**src/common/serial_channel_regs.svh**
```systemverilog
// Register offsets, field positions and reset values of the serial channel
`ifndef SERIAL_CHANNEL_REGS_SVH
`define SERIAL_CHANNEL_REGS_SVH

`define MODE_REG_OFS 8'h00
`define RATE_REG_OFS 8'h04
`define CTRL_REG_OFS 8'h08
`define TXBUF_REG_OFS 8'h0c
`define STAT_REG_OFS 8'h10
`define RXBUF_REG_OFS 8'h14

`define MODE_SYNC_BIT 0

`define CTRL_CKE_LO_BIT 0
`define CTRL_CKE_HI_BIT 1
`define CTRL_TX_DONE_IRQ_EN_BIT 2
`define CTRL_MULTIPROC_IRQ_EN_BIT 3
`define CTRL_RXEN_BIT 4
`define CTRL_TXEN_BIT 5
`define CTRL_RIE_BIT 6
`define CTRL_TIE_BIT 7

`define STAT_TX_DONE_FLAG_BIT 2
`define STAT_PER_BIT 3
`define STAT_FER_BIT 4
`define STAT_OVERRUN_FLAG_BIT 5
`define STAT_RX_FULL_FLAG_BIT 6
`define STAT_TX_EMPTY_FLAG_BIT 7

`define MODE_RESET 8'h00
`define RATE_RESET 8'hff
`define CTRL_RESET 8'h00
`define TXBUF_RESET 8'hff
`define RXBUF_RESET 8'h00

`endif

```
**src/common/serial_channel_pkg.sv**
```systemverilog
// Types shared by the serial channel modules
package serial_channel_pkg;
  typedef enum logic [0:0] {
    ENG_IDLE = 1'b0,
    ENG_RUN = 1'b1
  } eng_state_type;
  typedef logic [7:0] char_type;
endpackage

```
**src/common/shift_clock_if.sv**
```systemverilog
// Shift clock control and edge events between the channel modules
`timescale 1ns/10ps
interface shift_clock_if;
  logic run;
  logic ext_sel;
  logic [7:0] rate;
  logic rise;
  logic fall;
  logic level;
  modport gen (input run, input ext_sel, input rate,
               output rise, output fall, output level);
  modport ctl (output run, output ext_sel, output rate,
               input rise, input fall, input level);
  modport mon (input rise, input fall);
endinterface

```
**src/verilog/serial_channel.sv**
```systemverilog
// Clock-synchronous serial channel with its AHB-Lite register file
`timescale 1ns/10ps
`include "serial_channel_regs.svh"

// Operation
// - Transmit and receive run independently on one shift clock, each double buffered.
// - Output bits change on falling serial clock edges, valid at rising edges.
// - Characters go LSB first; the data line holds the MSB afterwards.
// - Every character is exactly eight data bits, no parity or extra bit.
// - Shift clock is internal or external, chosen by mode and clock select bits.
// - Internal clock drives eight pulses per character; pin idles high.
// - Internal-clock receive keeps clocking until rx_enable clears or a receive error flag sets.
// - Clearing tx_enable sets tx_empty_flag and reinitialises the shift register.
// - Clearing rx_enable keeps the receive flags and receive buffer.
// - Clearing tx_empty_flag loads the shift register, sets flag, raises request.
// - At bit 7, chain the next character or set tx_done_flag.
// - Serial clock pin stays high after transmission ends while rx_enable is clear.
// - A finished character goes to the receive buffer and sets rx_full_flag.
// - A character finishing while rx_full_flag is set sets overrun_flag.
// - Any receive error flag halts transfers and blocks rx_full_flag.
// - Receive-full and receive-fault requests follow rx_irq_en.
// - Leftover parity or framing flags block transfers until cleared.
// - DMA writes to the transmit buffer or reads of receive buffer clear flags.
// - External clock edges on the clock pin time shifting and sampling.
module serial_channel (
  input wire logic clk,
  input wire logic srst,
  input wire logic hsel,
  input wire logic [7:0] haddr,
  input wire logic [1:0] htrans,
  input wire logic hwrite,
  input wire logic [2:0] hsize,
  input wire logic [31:0] hwdata,
  input wire logic hready,
  input wire logic dma_access,
  output logic [31:0] hrdata,
  output logic hreadyout,
  output logic hresp,
  input wire logic sck_in,
  output logic sck_out,
  output logic sck_oe,
  input wire logic rxd_in,
  output logic txd_out,
  output logic txd_oe,
  output logic tx_empty_irq,
  output logic rx_full_irq,
  output logic tx_done_irq,
  output logic rx_fault_irq
);
  shift_clock_if sc ();
  serial_channel_pkg::eng_state_type state_ff, nxt_state;
  serial_channel_pkg::char_type tx_buffer_reg_ff, rx_buffer_reg_ff, rx_char;
  logic [7:0] mode_ff, bit_rate_reg_ff, ctrl_ff, addr_ff;
  logic tx_empty_flag_ff, rx_full_flag_ff, overrun_flag_ff;
  logic framing_fault_flag_ff, parity_error_flag_ff, tx_done_flag_ff;
  logic [4:0] seen_ff;
  logic wr_pend_ff, rd_pend_ff, dma_ff, hreadyout_ff, hresp_ff;
  logic [31:0] hrdata_ff, rd_mux;
  logic rxd_sync1_ff, rxd_sync2_ff, sck_oe_ff, txd_oe_ff;
  logic tx_busy_ff, chain_ff;
  logic [3:0] irq_ff;
  logic addr_take, wr_ctrl, wr_stat, wr_txbuf, rd_stat, rd_rxbuf;
  logic tx_enable, rx_enable, tx_en_fall, sync_mode, ext_clk, rx_err;
  logic start_tx, load, bit7_fall, done, txd;
  // AHB-Lite access decode
  assign addr_take = hsel && htrans[1] && hready;
  assign wr_ctrl = wr_pend_ff && (addr_ff == `CTRL_REG_OFS);
  assign wr_stat = wr_pend_ff && (addr_ff == `STAT_REG_OFS);
  assign wr_txbuf = wr_pend_ff && (addr_ff == `TXBUF_REG_OFS);
  assign rd_stat = rd_pend_ff && (addr_ff == `STAT_REG_OFS);
  assign rd_rxbuf = rd_pend_ff && (addr_ff == `RXBUF_REG_OFS);

  assign tx_enable = ctrl_ff[`CTRL_TXEN_BIT];
  assign rx_enable = ctrl_ff[`CTRL_RXEN_BIT];
  assign tx_en_fall = wr_ctrl && tx_enable && !hwdata[`CTRL_TXEN_BIT];
  assign sync_mode = mode_ff[`MODE_SYNC_BIT];
  assign ext_clk = ctrl_ff[`CTRL_CKE_HI_BIT];
  assign rx_err = overrun_flag_ff || framing_fault_flag_ff
                  || parity_error_flag_ff;

  always_ff @(posedge clk) begin
    if (srst) begin
      wr_pend_ff <= 1'b0;
      rd_pend_ff <= 1'b0;
      dma_ff <= 1'b0;
      addr_ff <= 8'h00;
    end else begin
      wr_pend_ff <= addr_take && hwrite;
      rd_pend_ff <= addr_take && !hwrite;
      if (addr_take) begin
        addr_ff <= {haddr[7:2], 2'b00};
        dma_ff <= dma_access;
      end
    end
  end

  // Reads take one wait state so a preceding write is always visible
  always_ff @(posedge clk) begin
    hreadyout_ff <= srst || !(addr_take && !hwrite);
    hresp_ff <= 1'b0;
  end

  always_comb begin
    rd_mux = 32'h0000_0000;
    unique case (addr_ff)
      `MODE_REG_OFS: rd_mux[7:0] = mode_ff;
      `RATE_REG_OFS: rd_mux[7:0] = bit_rate_reg_ff;
      `CTRL_REG_OFS: rd_mux[7:0] = ctrl_ff;
      `TXBUF_REG_OFS: rd_mux[7:0] = tx_buffer_reg_ff;
      `STAT_REG_OFS: begin
        rd_mux[`STAT_TX_EMPTY_FLAG_BIT] = tx_empty_flag_ff;
        rd_mux[`STAT_RX_FULL_FLAG_BIT] = rx_full_flag_ff;
        rd_mux[`STAT_OVERRUN_FLAG_BIT] = overrun_flag_ff;
        rd_mux[`STAT_FER_BIT] = framing_fault_flag_ff;
        rd_mux[`STAT_PER_BIT] = parity_error_flag_ff;
        rd_mux[`STAT_TX_DONE_FLAG_BIT] = tx_done_flag_ff;
      end
      `RXBUF_REG_OFS: rd_mux[7:0] = rx_buffer_reg_ff;
      default: rd_mux = 32'h0000_0000;
    endcase
  end

  always_ff @(posedge clk) begin
    if (srst) begin
      hrdata_ff <= 32'h0000_0000;
    end else if (rd_pend_ff) begin
      hrdata_ff <= rd_mux;
    end
  end

  always_ff @(posedge clk) begin
    if (srst) begin
      mode_ff <= `MODE_RESET;
      bit_rate_reg_ff <= `RATE_RESET;
      ctrl_ff <= `CTRL_RESET;
    end else if (wr_pend_ff) begin
      if (addr_ff == `MODE_REG_OFS) begin
        mode_ff <= hwdata[7:0];
      end
      if (addr_ff == `RATE_REG_OFS) begin
        bit_rate_reg_ff <= hwdata[7:0];
      end
      if (addr_ff == `CTRL_REG_OFS) begin
        ctrl_ff <= hwdata[7:0];
      end
    end
  end

  always_ff @(posedge clk) begin
    if (srst) begin
      tx_buffer_reg_ff <= `TXBUF_RESET;
    end else if (wr_txbuf) begin
      tx_buffer_reg_ff <= hwdata[7:0];
    end
  end

  // Flags seen as 1 by a status read may then be cleared by a write of 0
  always_ff @(posedge clk) begin
    if (srst) begin
      seen_ff <= 5'h00;
    end else if (rd_stat) begin
      seen_ff <= {tx_empty_flag_ff, rx_full_flag_ff, overrun_flag_ff,
                  framing_fault_flag_ff, parity_error_flag_ff};
    end else if (wr_stat) begin
      seen_ff <= 5'h00;
    end
  end

  // Serial engine
  assign start_tx = tx_enable && !tx_empty_flag_ff && !rx_err && sync_mode;
  assign load = (state_ff == serial_channel_pkg::ENG_IDLE || ext_clk)
                  && !tx_busy_ff && start_tx
                || done && (chain_ff || !tx_busy_ff && start_tx);

  always_comb begin
    nxt_state = state_ff;
    unique case (state_ff)
      serial_channel_pkg::ENG_IDLE: begin
        if (!rx_err && sync_mode && (ext_clk ? (tx_enable || rx_enable)
            : (start_tx || rx_enable))) begin
          nxt_state = serial_channel_pkg::ENG_RUN;
        end
      end
      serial_channel_pkg::ENG_RUN: begin
        if (rx_err || !sync_mode || !(tx_enable || rx_enable)) begin
          nxt_state = serial_channel_pkg::ENG_IDLE;
        end else if (ext_clk) begin
          nxt_state = serial_channel_pkg::ENG_RUN;
        end else if (done && !chain_ff && !rx_enable) begin
          nxt_state = serial_channel_pkg::ENG_IDLE;
        end
      end
    endcase
  end

  always_ff @(posedge clk) begin
    if (srst) begin
      state_ff <= serial_channel_pkg::ENG_IDLE;
    end else begin
      state_ff <= nxt_state;
    end
  end
  // Next character is chained when the buffer is full at bit 7
  always_ff @(posedge clk) begin
    if (srst || tx_en_fall) begin
      chain_ff <= 1'b0;
    end else if (bit7_fall) begin
      chain_ff <= tx_busy_ff && !tx_empty_flag_ff && tx_enable;
    end else if (done) begin
      chain_ff <= 1'b0;
    end
  end

  always_ff @(posedge clk) begin
    if (srst || tx_en_fall) begin
      tx_busy_ff <= 1'b0;
    end else if (load) begin
      tx_busy_ff <= 1'b1;
    end else if (done) begin
      tx_busy_ff <= 1'b0;
    end
  end

  always_ff @(posedge clk) begin
    if (srst) begin
      tx_empty_flag_ff <= 1'b1;
    end else if (load || !tx_enable || tx_en_fall) begin
      tx_empty_flag_ff <= 1'b1;
    end else if (wr_txbuf && dma_ff) begin
      tx_empty_flag_ff <= 1'b0;
    end else if (wr_stat && seen_ff[4] && !hwdata[`STAT_TX_EMPTY_FLAG_BIT]) begin
      tx_empty_flag_ff <= 1'b0;
    end
  end

  always_ff @(posedge clk) begin
    if (srst) begin
      tx_done_flag_ff <= 1'b1;
    end else if (bit7_fall && tx_busy_ff && tx_empty_flag_ff) begin
      tx_done_flag_ff <= 1'b1;
    end else if (load) begin
      tx_done_flag_ff <= 1'b0;
    end
  end

  // Receive flags keep their values when rx_enable clears
  always_ff @(posedge clk) begin
    if (srst) begin
      rx_full_flag_ff <= 1'b0;
    end else if (done && rx_enable && !rx_full_flag_ff && !rx_err) begin
      rx_full_flag_ff <= 1'b1;
    end else if (rd_rxbuf && dma_ff) begin
      rx_full_flag_ff <= 1'b0;
    end else if (wr_stat && seen_ff[3] && !hwdata[`STAT_RX_FULL_FLAG_BIT]) begin
      rx_full_flag_ff <= 1'b0;
    end
  end

  always_ff @(posedge clk) begin
    if (srst) begin
      rx_buffer_reg_ff <= `RXBUF_RESET;
    end else if (done && rx_enable && !rx_full_flag_ff && !rx_err) begin
      rx_buffer_reg_ff <= rx_char;
    end
  end

  always_ff @(posedge clk) begin
    if (srst) begin
      overrun_flag_ff <= 1'b0;
    end else if (done && rx_enable && rx_full_flag_ff) begin
      overrun_flag_ff <= 1'b1;
    end else if (wr_stat && seen_ff[2] && !hwdata[`STAT_OVERRUN_FLAG_BIT]) begin
      overrun_flag_ff <= 1'b0;
    end
  end

  // Framing and parity are never raised in this mode, only cleared
  always_ff @(posedge clk) begin
    if (srst) begin
      framing_fault_flag_ff <= 1'b0;
      parity_error_flag_ff <= 1'b0;
    end else if (wr_stat) begin
      if (seen_ff[1] && !hwdata[`STAT_FER_BIT]) begin
        framing_fault_flag_ff <= 1'b0;
      end
      if (seen_ff[0] && !hwdata[`STAT_PER_BIT]) begin
        parity_error_flag_ff <= 1'b0;
      end
    end
  end

  // Interrupt request levels
  always_ff @(posedge clk) begin
    if (srst) begin
      irq_ff <= 4'h0;
    end else begin
      irq_ff[0] <= ctrl_ff[`CTRL_TIE_BIT] && tx_empty_flag_ff;
      irq_ff[1] <= ctrl_ff[`CTRL_RIE_BIT] && rx_full_flag_ff;
      irq_ff[2] <= ctrl_ff[`CTRL_TX_DONE_IRQ_EN_BIT] && tx_done_flag_ff;
      irq_ff[3] <= ctrl_ff[`CTRL_RIE_BIT] && rx_err;
    end
  end

  always_ff @(posedge clk) begin
    if (srst) begin
      sck_oe_ff <= 1'b0;
      txd_oe_ff <= 1'b0;
    end else begin
      sck_oe_ff <= sync_mode && !ext_clk && (tx_enable || rx_enable);
      txd_oe_ff <= tx_enable;
    end
  end

  always_ff @(posedge clk) begin
    if (srst) begin
      rxd_sync1_ff <= 1'b1;
      rxd_sync2_ff <= 1'b1;
    end else begin
      rxd_sync1_ff <= rxd_in;
      rxd_sync2_ff <= rxd_sync1_ff;
    end
  end
  assign sc.run = (state_ff == serial_channel_pkg::ENG_RUN);
  assign sc.ext_sel = ext_clk;
  assign sc.rate = bit_rate_reg_ff;

  shift_clock_gen u_clk (
    .clk(clk),
    .srst(srst),
    .sck_in(sck_in),
    .sc(sc.gen)
  );

  char_shifter u_shift (
    .clk(clk),
    .srst(srst),
    .sc(sc.mon),
    .tx_init(tx_en_fall),
    .load(load),
    .load_data(tx_buffer_reg_ff),
    .tx_busy(tx_busy_ff),
    .rxd(rxd_sync2_ff),
    .txd(txd),
    .bit7_fall(bit7_fall),
    .done(done),
    .rx_char(rx_char)
  );

  assign hrdata = hrdata_ff;
  assign hreadyout = hreadyout_ff;
  assign hresp = hresp_ff;
  assign sck_out = sc.level;
  assign sck_oe = sck_oe_ff;
  assign txd_out = txd;
  assign txd_oe = txd_oe_ff;
  assign tx_empty_irq = irq_ff[0];
  assign rx_full_irq = irq_ff[1];
  assign tx_done_irq = irq_ff[2];
  assign rx_fault_irq = irq_ff[3];
endmodule

```
**src/verilog/shift_clock_gen.sv**
```systemverilog
// Baud rate divider, internal shift clock and external clock edge detect
`timescale 1ns/10ps
module shift_clock_gen (
  input wire logic clk,
  input wire logic srst,
  input wire logic sck_in,
  shift_clock_if.gen sc
);
  logic [7:0] div_ff;
  logic level_ff;
  logic sync1_ff;
  logic sync2_ff;
  logic sync3_ff;
  logic tick;

  assign tick = sc.run && !sc.ext_sel && (div_ff == sc.rate);

  // Divider: half a shift clock period is rate+1 system clocks
  always_ff @(posedge clk) begin
    if (srst || !sc.run || sc.ext_sel) begin
      div_ff <= 8'h00;
    end else if (tick) begin
      div_ff <= 8'h00;
    end else begin
      div_ff <= div_ff + 8'h01;
    end
  end

  // Internal clock idles high
  always_ff @(posedge clk) begin
    if (srst || !sc.run || sc.ext_sel) begin
      level_ff <= 1'b1;
    end else if (tick) begin
      level_ff <= ~level_ff;
    end
  end

  always_ff @(posedge clk) begin
    if (srst) begin
      sync1_ff <= 1'b1;
      sync2_ff <= 1'b1;
      sync3_ff <= 1'b1;
    end else begin
      sync1_ff <= sck_in;
      sync2_ff <= sync1_ff;
      sync3_ff <= sync2_ff;
    end
  end

  assign sc.level = level_ff;
  assign sc.fall = sc.ext_sel ? (sc.run && sync3_ff && !sync2_ff)
                              : (tick && level_ff);
  assign sc.rise = sc.ext_sel ? (sc.run && !sync3_ff && sync2_ff)
                              : (tick && !level_ff);
endmodule

```
**src/verilog/char_shifter.sv**
```systemverilog
// Transmit and receive shift registers with the shared bit counter
`timescale 1ns/10ps
module char_shifter (
  input wire logic clk,
  input wire logic srst,
  shift_clock_if.mon sc,
  input wire logic tx_init,
  input wire logic load,
  input wire serial_channel_pkg::char_type load_data,
  input wire logic tx_busy,
  input wire logic rxd,
  output logic txd,
  output logic bit7_fall,
  output logic done,
  output serial_channel_pkg::char_type rx_char
);
  serial_channel_pkg::char_type tsr_ff;
  serial_channel_pkg::char_type rsr_ff;
  logic [2:0] cnt_ff;
  logic txd_ff;

  assign bit7_fall = sc.fall && (cnt_ff == 3'h7);
  assign done = sc.rise && (cnt_ff == 3'h7);
  assign txd = txd_ff;
  // Bit 7 lands on the edge that ends the character, so take it directly
  assign rx_char = {rxd, rsr_ff[6:0]};

  always_ff @(posedge clk) begin
    if (srst || tx_init) begin
      tsr_ff <= 8'hff;
    end else if (load) begin
      tsr_ff <= load_data;
    end
  end

  // New bit on each falling edge, LSB first; line holds after MSB
  always_ff @(posedge clk) begin
    if (srst) begin
      txd_ff <= 1'b1;
    end else if (sc.fall && tx_busy) begin
      txd_ff <= tsr_ff[cnt_ff];
    end
  end

  always_ff @(posedge clk) begin
    if (srst) begin
      rsr_ff <= 8'h00;
    end else if (sc.rise) begin
      rsr_ff[cnt_ff] <= rxd;
    end
  end

  // Eight bits per character
  always_ff @(posedge clk) begin
    if (srst || tx_init) begin
      cnt_ff <= 3'h0;
    end else if (sc.rise) begin
      cnt_ff <= cnt_ff + 3'h1;
    end
  end
endmodule

```
**config.mk**
```make
export PLATFORM = sky130hd
export DESIGN_NAME = serial_channel
export DESIGN_NICKNAME = d
export VERILOG_FILES = /design/src/common/serial_channel_pkg.sv /design/src/common/shift_clock_if.sv /design/src/verilog/serial_channel.sv /design/src/verilog/shift_clock_gen.sv /design/src/verilog/char_shifter.sv
export VERILOG_INCLUDE_DIRS = /design/src /design/src/common
export SDC_FILE = /design/constraint.sdc
export NUM_CORES = 1
export LEC_CHECK = 0
export BUFFER_PORTS_ARGS = -buffer_cell sky130_fd_sc_hd__buf_2
export CORE_MARGIN = 2
export CORE_UTILIZATION = 35
export CTS_BUF_LIST = sky130_fd_sc_hd__clkbuf_2
export DETAILED_ROUTE_END_ITERATION = 10
export SYNTH_ARGS = -nofsm -noshare
export SYNTH_HDL_FRONTEND = slang
export SYNTH_HIERARCHICAL = 1
export SYNTH_SLANG_ARGS = --single-unit
```
**constraint.sdc**
```tcl
create_clock -name clk -period 3.36 [get_ports clk]
set_clock_uncertainty 0.1 [all_clocks]
set_input_delay 0.672 -clock clk [delete_from_list [all_inputs] [get_ports clk]]
set_output_delay 0.672 -clock clk [all_outputs]
set_load 0.02 [all_outputs]
```
# Yosys cells after proc, flatten, opt, wreduce, memory -nomap -nowiden
# Cells that the tools add are included.
[classes]
n_addsub = 2
bitwise_logic = 2
eq_ne = 7
muxes = 27
shifts = 0
div = 0
mul = 0
n_lt_le_gt_ge = 2
reduce_logical = 101
[ops]
columns = ["cell", "n"]
rows = [
  ["1-bit logical AND", 56],
  ["6-bit one-hot mux with 6 select lines", 1],
  ["1-bit zero test", 19],
  ["1-bit two-way mux", 19],
  ["1-bit logical OR", 13],
  ["6-bit by 2-bit equality test with 1-bit output (second input constant)", 2],
  ["6-bit by 3-bit equality test with 1-bit output (second input constant)", 2],
  ["5-bit two-way mux", 2],
  ["2-bit one-hot mux with 5 select lines", 1],
  ["2-bit nonzero test", 5],
  ["8-bit by 1-bit adder with 8-bit output (second input constant)", 1],
  ["8-bit bitwise mux", 1],
  ["8-bit equality test", 1],
  ["8-bit zero test", 1],
  ["6-bit by 1-bit equality test with 1-bit output (second input constant)", 1],
  ["2-bit AND reduction", 3],
  ["2-bit OR reduction", 3],
  ["3-bit by 4-bit less-than comparator with 1-bit output (second input constant)", 1],
  ["3-bit by 1-bit adder with 3-bit output (second input constant)", 1],
  ["1-bit binary-select mux with 3-bit select", 1],
  ["1-bit demux with 3-bit select", 1],
  ["3-bit equality test (second input constant)", 1],
  ["3-bit by 1-bit greater-or-equal comparator with 1-bit output (second input constant)", 1],
  ["3-bit nonzero test", 1],
  ["other kinds (2)", 3],
]
[totals]
memories = 0
inputBits = 53
rom_bits = 0
ram_bits = 0
word_cells = 174
out_inout_bits = 42
register_bits = 110
latch_bits = 0

# Longest topological paths before layout
[depth]
depth_word = 12
ltp_mapped = 13
depth_no_buf = 11

# Modules after synthesis
# The synthesis kept the hierarchy.
[modules_own_cells]
columns = ["module", "area_per_inst_um2", "seq_area_each_um2", "cells_per_inst", "n_inst"]
rows = [
  ["serial_channel", 3320.7, 1521.5, 348, 1],
  ["char_shifter", 860.8, 380.4, 82, 1],
  ["shift_clock_gen", 564.3, 240.2, 59, 1],
]

# Worst setup path before layout
# No wires, ideal clock.
[synth_path]
path_kind = "reg-to-reg"
from = "register u_clk.div_ff[2]"
to = "register u_shift.tsr_ff[0]"
path_stages_with_launch = 14
t_arrival_ns = 2.738
setup_ns = 0.133
path_buffers = 2
t_required_ns = 3.127
path_slack_ns = 0.390
synth_period_minus_slack_ns = 2.970
cell_sequence = "dfxtp_1 xnor2_1 nand3b_1 or4_4 nand2_1 buf_2 and2_1 nor2_1 a211oi_1 a21oi_1 inv_1 clkbuf_1 mux2i_1 nand2_1"
[synth_via]
elab_chain_cells = 7
[synth_lines]
columns = ["item", "line", "source"]
rows = [
  ["start, declared", "shift_clock_gen.sv:9", "logic [7:0] div_ff;"],
  ["start signal, assigned", "shift_clock_gen.sv:25", "div_ff <= div_ff + 8'h01;"],
  ["8-bit equality test", "shift_clock_gen.sv:16", "assign tick = sc.run && !sc.ext_sel && (div_ff == sc.rate);"],
  ["1-bit logical AND", "shift_clock_gen.sv:16", ""],
  ["1-bit logical AND", "shift_clock_gen.sv:54", ": (tick && !level_ff);"],
  ["1-bit two-way mux", "shift_clock_gen.sv:53", "assign sc.rise = sc.ext_sel ? (sc.run && !sync3_ff && sync2_ff)"],
  ["named net sc.rise", "shift_clock_if.sv:7", "logic rise;"],
  ["1-bit logical AND", "char_shifter.sv:23", "assign done = sc.rise && (cnt_ff == 3'h7);"],
  ["named net done", "serial_channel.sv:64", "logic start_tx, load, bit7_fall, done, txd;"],
  ["1-bit logical AND", "serial_channel.sv:173", "|| done && (chain_ff || !tx_busy_ff && start_tx);"],
  ["1-bit logical OR", "serial_channel.sv:173", ""],
  ["named net load", "serial_channel.sv:64", ""],
  ["end signal, assigned", "char_shifter.sv:32", "tsr_ff <= load_data;"],
  ["end, declared", "char_shifter.sv:17", "serial_channel_pkg::char_type tsr_ff;"],
]
# The timed path passes the listed nets, and every way through them passes these cells.
# A chain may end at the register's enable or synchronous reset.

# Final worst setup path
[layout_path]
from = "register u_clk.div_ff[2]"
to = "register u_shift.tsr_ff[3]"
# The elaborated chain is that of the path after synthesis.

==> results.py <==
metrics = {
    "drt": {
        "vias_per_cell": 4.95,
        "met3_length_um": 501,
        "first_pass_iters": 4,
        "wl_met1_um": 5160,
        "drt-total-wl_um": 10700,
        "drc": 0,
        "wl_met2_um": 4920,
        "drt_iter0_drc": 161,
        "antenna_left": 0,
        "highest_layer": "met4",
        "routedWlPerCell_um": 15.1,
        "routed-via-count": 3486,
    },
    "outcome": {
        "status": "complete, no violations",
    },
    "synthesis": {
        "ys_types": 57,
        "syn_area_um2": 4750,
        "synth_common_cells": "dfxtp_1, mux2i_1, nor2_1",
        "ys_seq_area_share_pct": 45.1,
        "synth_area_leaders": "dfxtp_1, mux2i_1, buf_4",
        "synth_most_common_cell": "dfxtp_1",
        "synth_top_cell_area_share_pct": 45.1,
        "avgSynthCellArea_um2": 9.71,
        "synthArstFlopShare_pct": 0,
        "synth_ff_type": "dfxtp_1",
        "yosys.area.top_type": "dfxtp_1",
        "ys_warn_count": 6,
        "ys_seq_elements": 107,
        "synthCells": 489,
        "synth_edf_count": 0,
    },
    "setup_path": {
        "crit_family": "simple AND/OR/NAND/NOR gates",
        "cp_data_arrival_time_ns": 3.26,
        "crit_fanout": 8,
        "cpMostUsedCell": "nand2_1",
        "max_stage_delay_ns": 0.55,
        "cp-end-kind": "flop",
        "r2r_setup_slack_ns": 0.49,
        "worst_setup_path_start_kind": "flop",
        "r2r_start": "u_clk/div_ff[2]",
        "cp-startpoint": "u_clk/div_ff[2]",
        "cp.required_ns": 3.75,
        "crit_chain": "xnor2_1 -> nand3b_1 -> or4_4 -> nand2_1 -> and2_1 -> nor2_1 -> a211oi_1 -> a21oi_1 -> inv_1 -> mux2i_1 -> nand2_1",
        "cp_num_cells": 11,
        "slowest_stage": "or4_4",
        "path_buf_inv": 1,
        "r2r_end": "u_shift/tsr_ff[3]",
        "r2r_cells": 11,
        "endpoint": "u_shift/tsr_ff[3]",
        "setup.worst_path.class": "reg -> reg",
    },
    "final_layout": {
        "antennaDiodeCount": 0,
        "fillers": 1368,
        "layout.nets": 579,
        "stdcell_count": 704,
        "area_growth_pct": 7.65,
        "drive_above_1_share_pct": 17.8,
    },
    "global_routing": {
        "grt_overflow_total": 0,
        "grt_usage_pct": 15.0,
        "grt_max_degree": 32,
        "grt_pass1_wl_um": 17200,
        "grt_pass1_vias": 3315,
        "antenna_found_initial": 0,
    },
    "timing": {
        "setup-tns-final_ns": 0,
        "rsz0062_at_grt": "no",
        "worstMarginPinSlew_ns": 1.01,
        "setup_violations": 0,
        "hold_viol_final": 0,
        "worst_slack_ns": 0.491,
        "slew_headroom_pct": 32.4,
        "clock.fmax_mhz": 348,
        "min_period_ns": 2.87,
        "fin_crit_sh_pct": 85.4,
        "maxSlewViolCount": 0,
    },
    "die": {
        "dieArea_um2": 14500,
        "io-pin-count": 95,
        "start_util_pct": 35.8,
        "fp.dieH_um": 120,
        "rows": 42,
        "core-area_um2": 13200,
        "die_w_um": 120,
    },
    "placement": {
        "dp_worst_setup_slack_ns": 0.519,
        "gp_congestion": 0.832,
        "dpl.cell_count": 688,
        "hpwl_um": 7720,
        "io_buffers": 39,
    },
    "clock_tree": {
        "numCtsBuffers": 9,
        "postCtsSetupRepairBufs": 0,
        "cts_tree": "done",
        "cts_hold_buf": 0,
        "insertion_delay_ns": 0.59,
        "h-tree-depth": 3,
        "cts_resized": 0,
        "clk_pin_slew_ns": 0.25,
        "ctsLongestPathBuffers": 2,
        "clock-sinks": 107,
        "clock-root-buffer": "clkbuf_2",
    },
    "pwr": {
        "vdd_drop_max_uv": 264,
        "total_power_mw": 1.91,
        "p_leak_nw": 2.03,
        "p_per_area_nw_per_um2": 373,
    },
    "run": {
        "cap_violations": 0,
    },
    "worst_hold_path": {
        "hold_class": "in -> reg",
    },
}
## placed cells by master (no fill, tap or decap), types with 4 or more instances in the layout
master	n
mux2i_1	66
nand2b_1	4
or2_2	5
and2_1	4
nand4b_1	7
and3_1	7
clkbuf_2	10
dfxtp_1	107
xor2_1	5
mux2_2	10
a21oi_1	15
o31ai_1	5
nand3_1	12
a221oi_1	4
nor3_1	16
xnor2_1	10
nand2_1	45
nor2_1	51
buf_4	13
conb_1	25
buf_2	39
nand4_1	5
inv_1	6
## where the power goes
group          total, mW  leakage, nW  switching [mW]  internal, mW
logic              0.114         1.11          0.0818        0.0324
clock network      0.499       0.0528           0.407        0.0923
registers           1.29        0.865         0.00949          1.28
total               1.91         2.03           0.498          1.41
## flip-flops by register name, indices dropped and copies added (netlist names), 3 cells and up
signal / count
ctrl_ff: 8
rx_buffer_reg_ff: 8
u_clk/div_ff: 8
u_shift/rsr_ff: 7
u_shift/cnt_ff: 3
seen_ff: 3
bit_rate_reg_ff: 8
addr_ff: 6
u_shift/tsr_ff: 8
mode_ff: 8
tx_buffer_reg_ff: 8
hrdata: 8
irq_ff: 4
## final cells by class
class | count | area, um2 | share of cell area, %
clock buffer | 10 | 50.0 | 0.980
tap | 176 | 220 | 4.31
multi-input combinational | 347 | 2350 | 46.0
timing repair buffer | 52 | 293 | 5.73
sequential | 107 | 2140 | 41.9
inverter | 6 | 22.5 | 0.441
clock inverter | 6 | 32.5 | 0.637
## per-layer routing
layer	global-route usage, %	vias to the layer above
met3	3.82	7
met1	21.1	1668
met2	23.6	81
li1	-	1730
met5	0	-
met4	2.83	0
## logic make-up after synthesis
kind of cell,after synthesis,synth area share [%]
other cells,1,0.0790
flops,107,45.1
buf+inv,59,7.28
fa+ha+maj,3,0.791
compound gates,44,6.51
simple gates,181,19.7
mux,79,17.7
xor+xnor,15,2.77
## worst min path at each step
stage | start | endpoint | slack [ns] | cells after the start
2_1_floorplan | rxd_sync1_ff | rxd_sync2_ff | 0.29 | 1
3_3_place_gp | rxd_sync1_ff | rxd_sync2_ff | 0.29 | 1
3_5_place_dp | rxd_sync1_ff | rxd_sync2_ff | 0.30 | 1
4_1_cts | hwrite | rd_pend_ff | 0.09 | 2
5_1_grt | rxd_in | rxd_sync1_ff | 0.07 | 2
6_report | hwrite | rd_pend_ff | 0.14 | 2
## through the flow
stage	util [%]	cell area (um2)	hold WS (ns)
2_1_floorplan	-	4840	0.289
3_3_place_gp	38.0	5030	0.292
3_5_place_dp	38.0	5030	0.296
4_1_cts	38.6	5110	0.0945
5_1_grt	38.6	5110	0.0699
6_report	38.6	5110	0.137
Power figures use the tool's default switching activity.
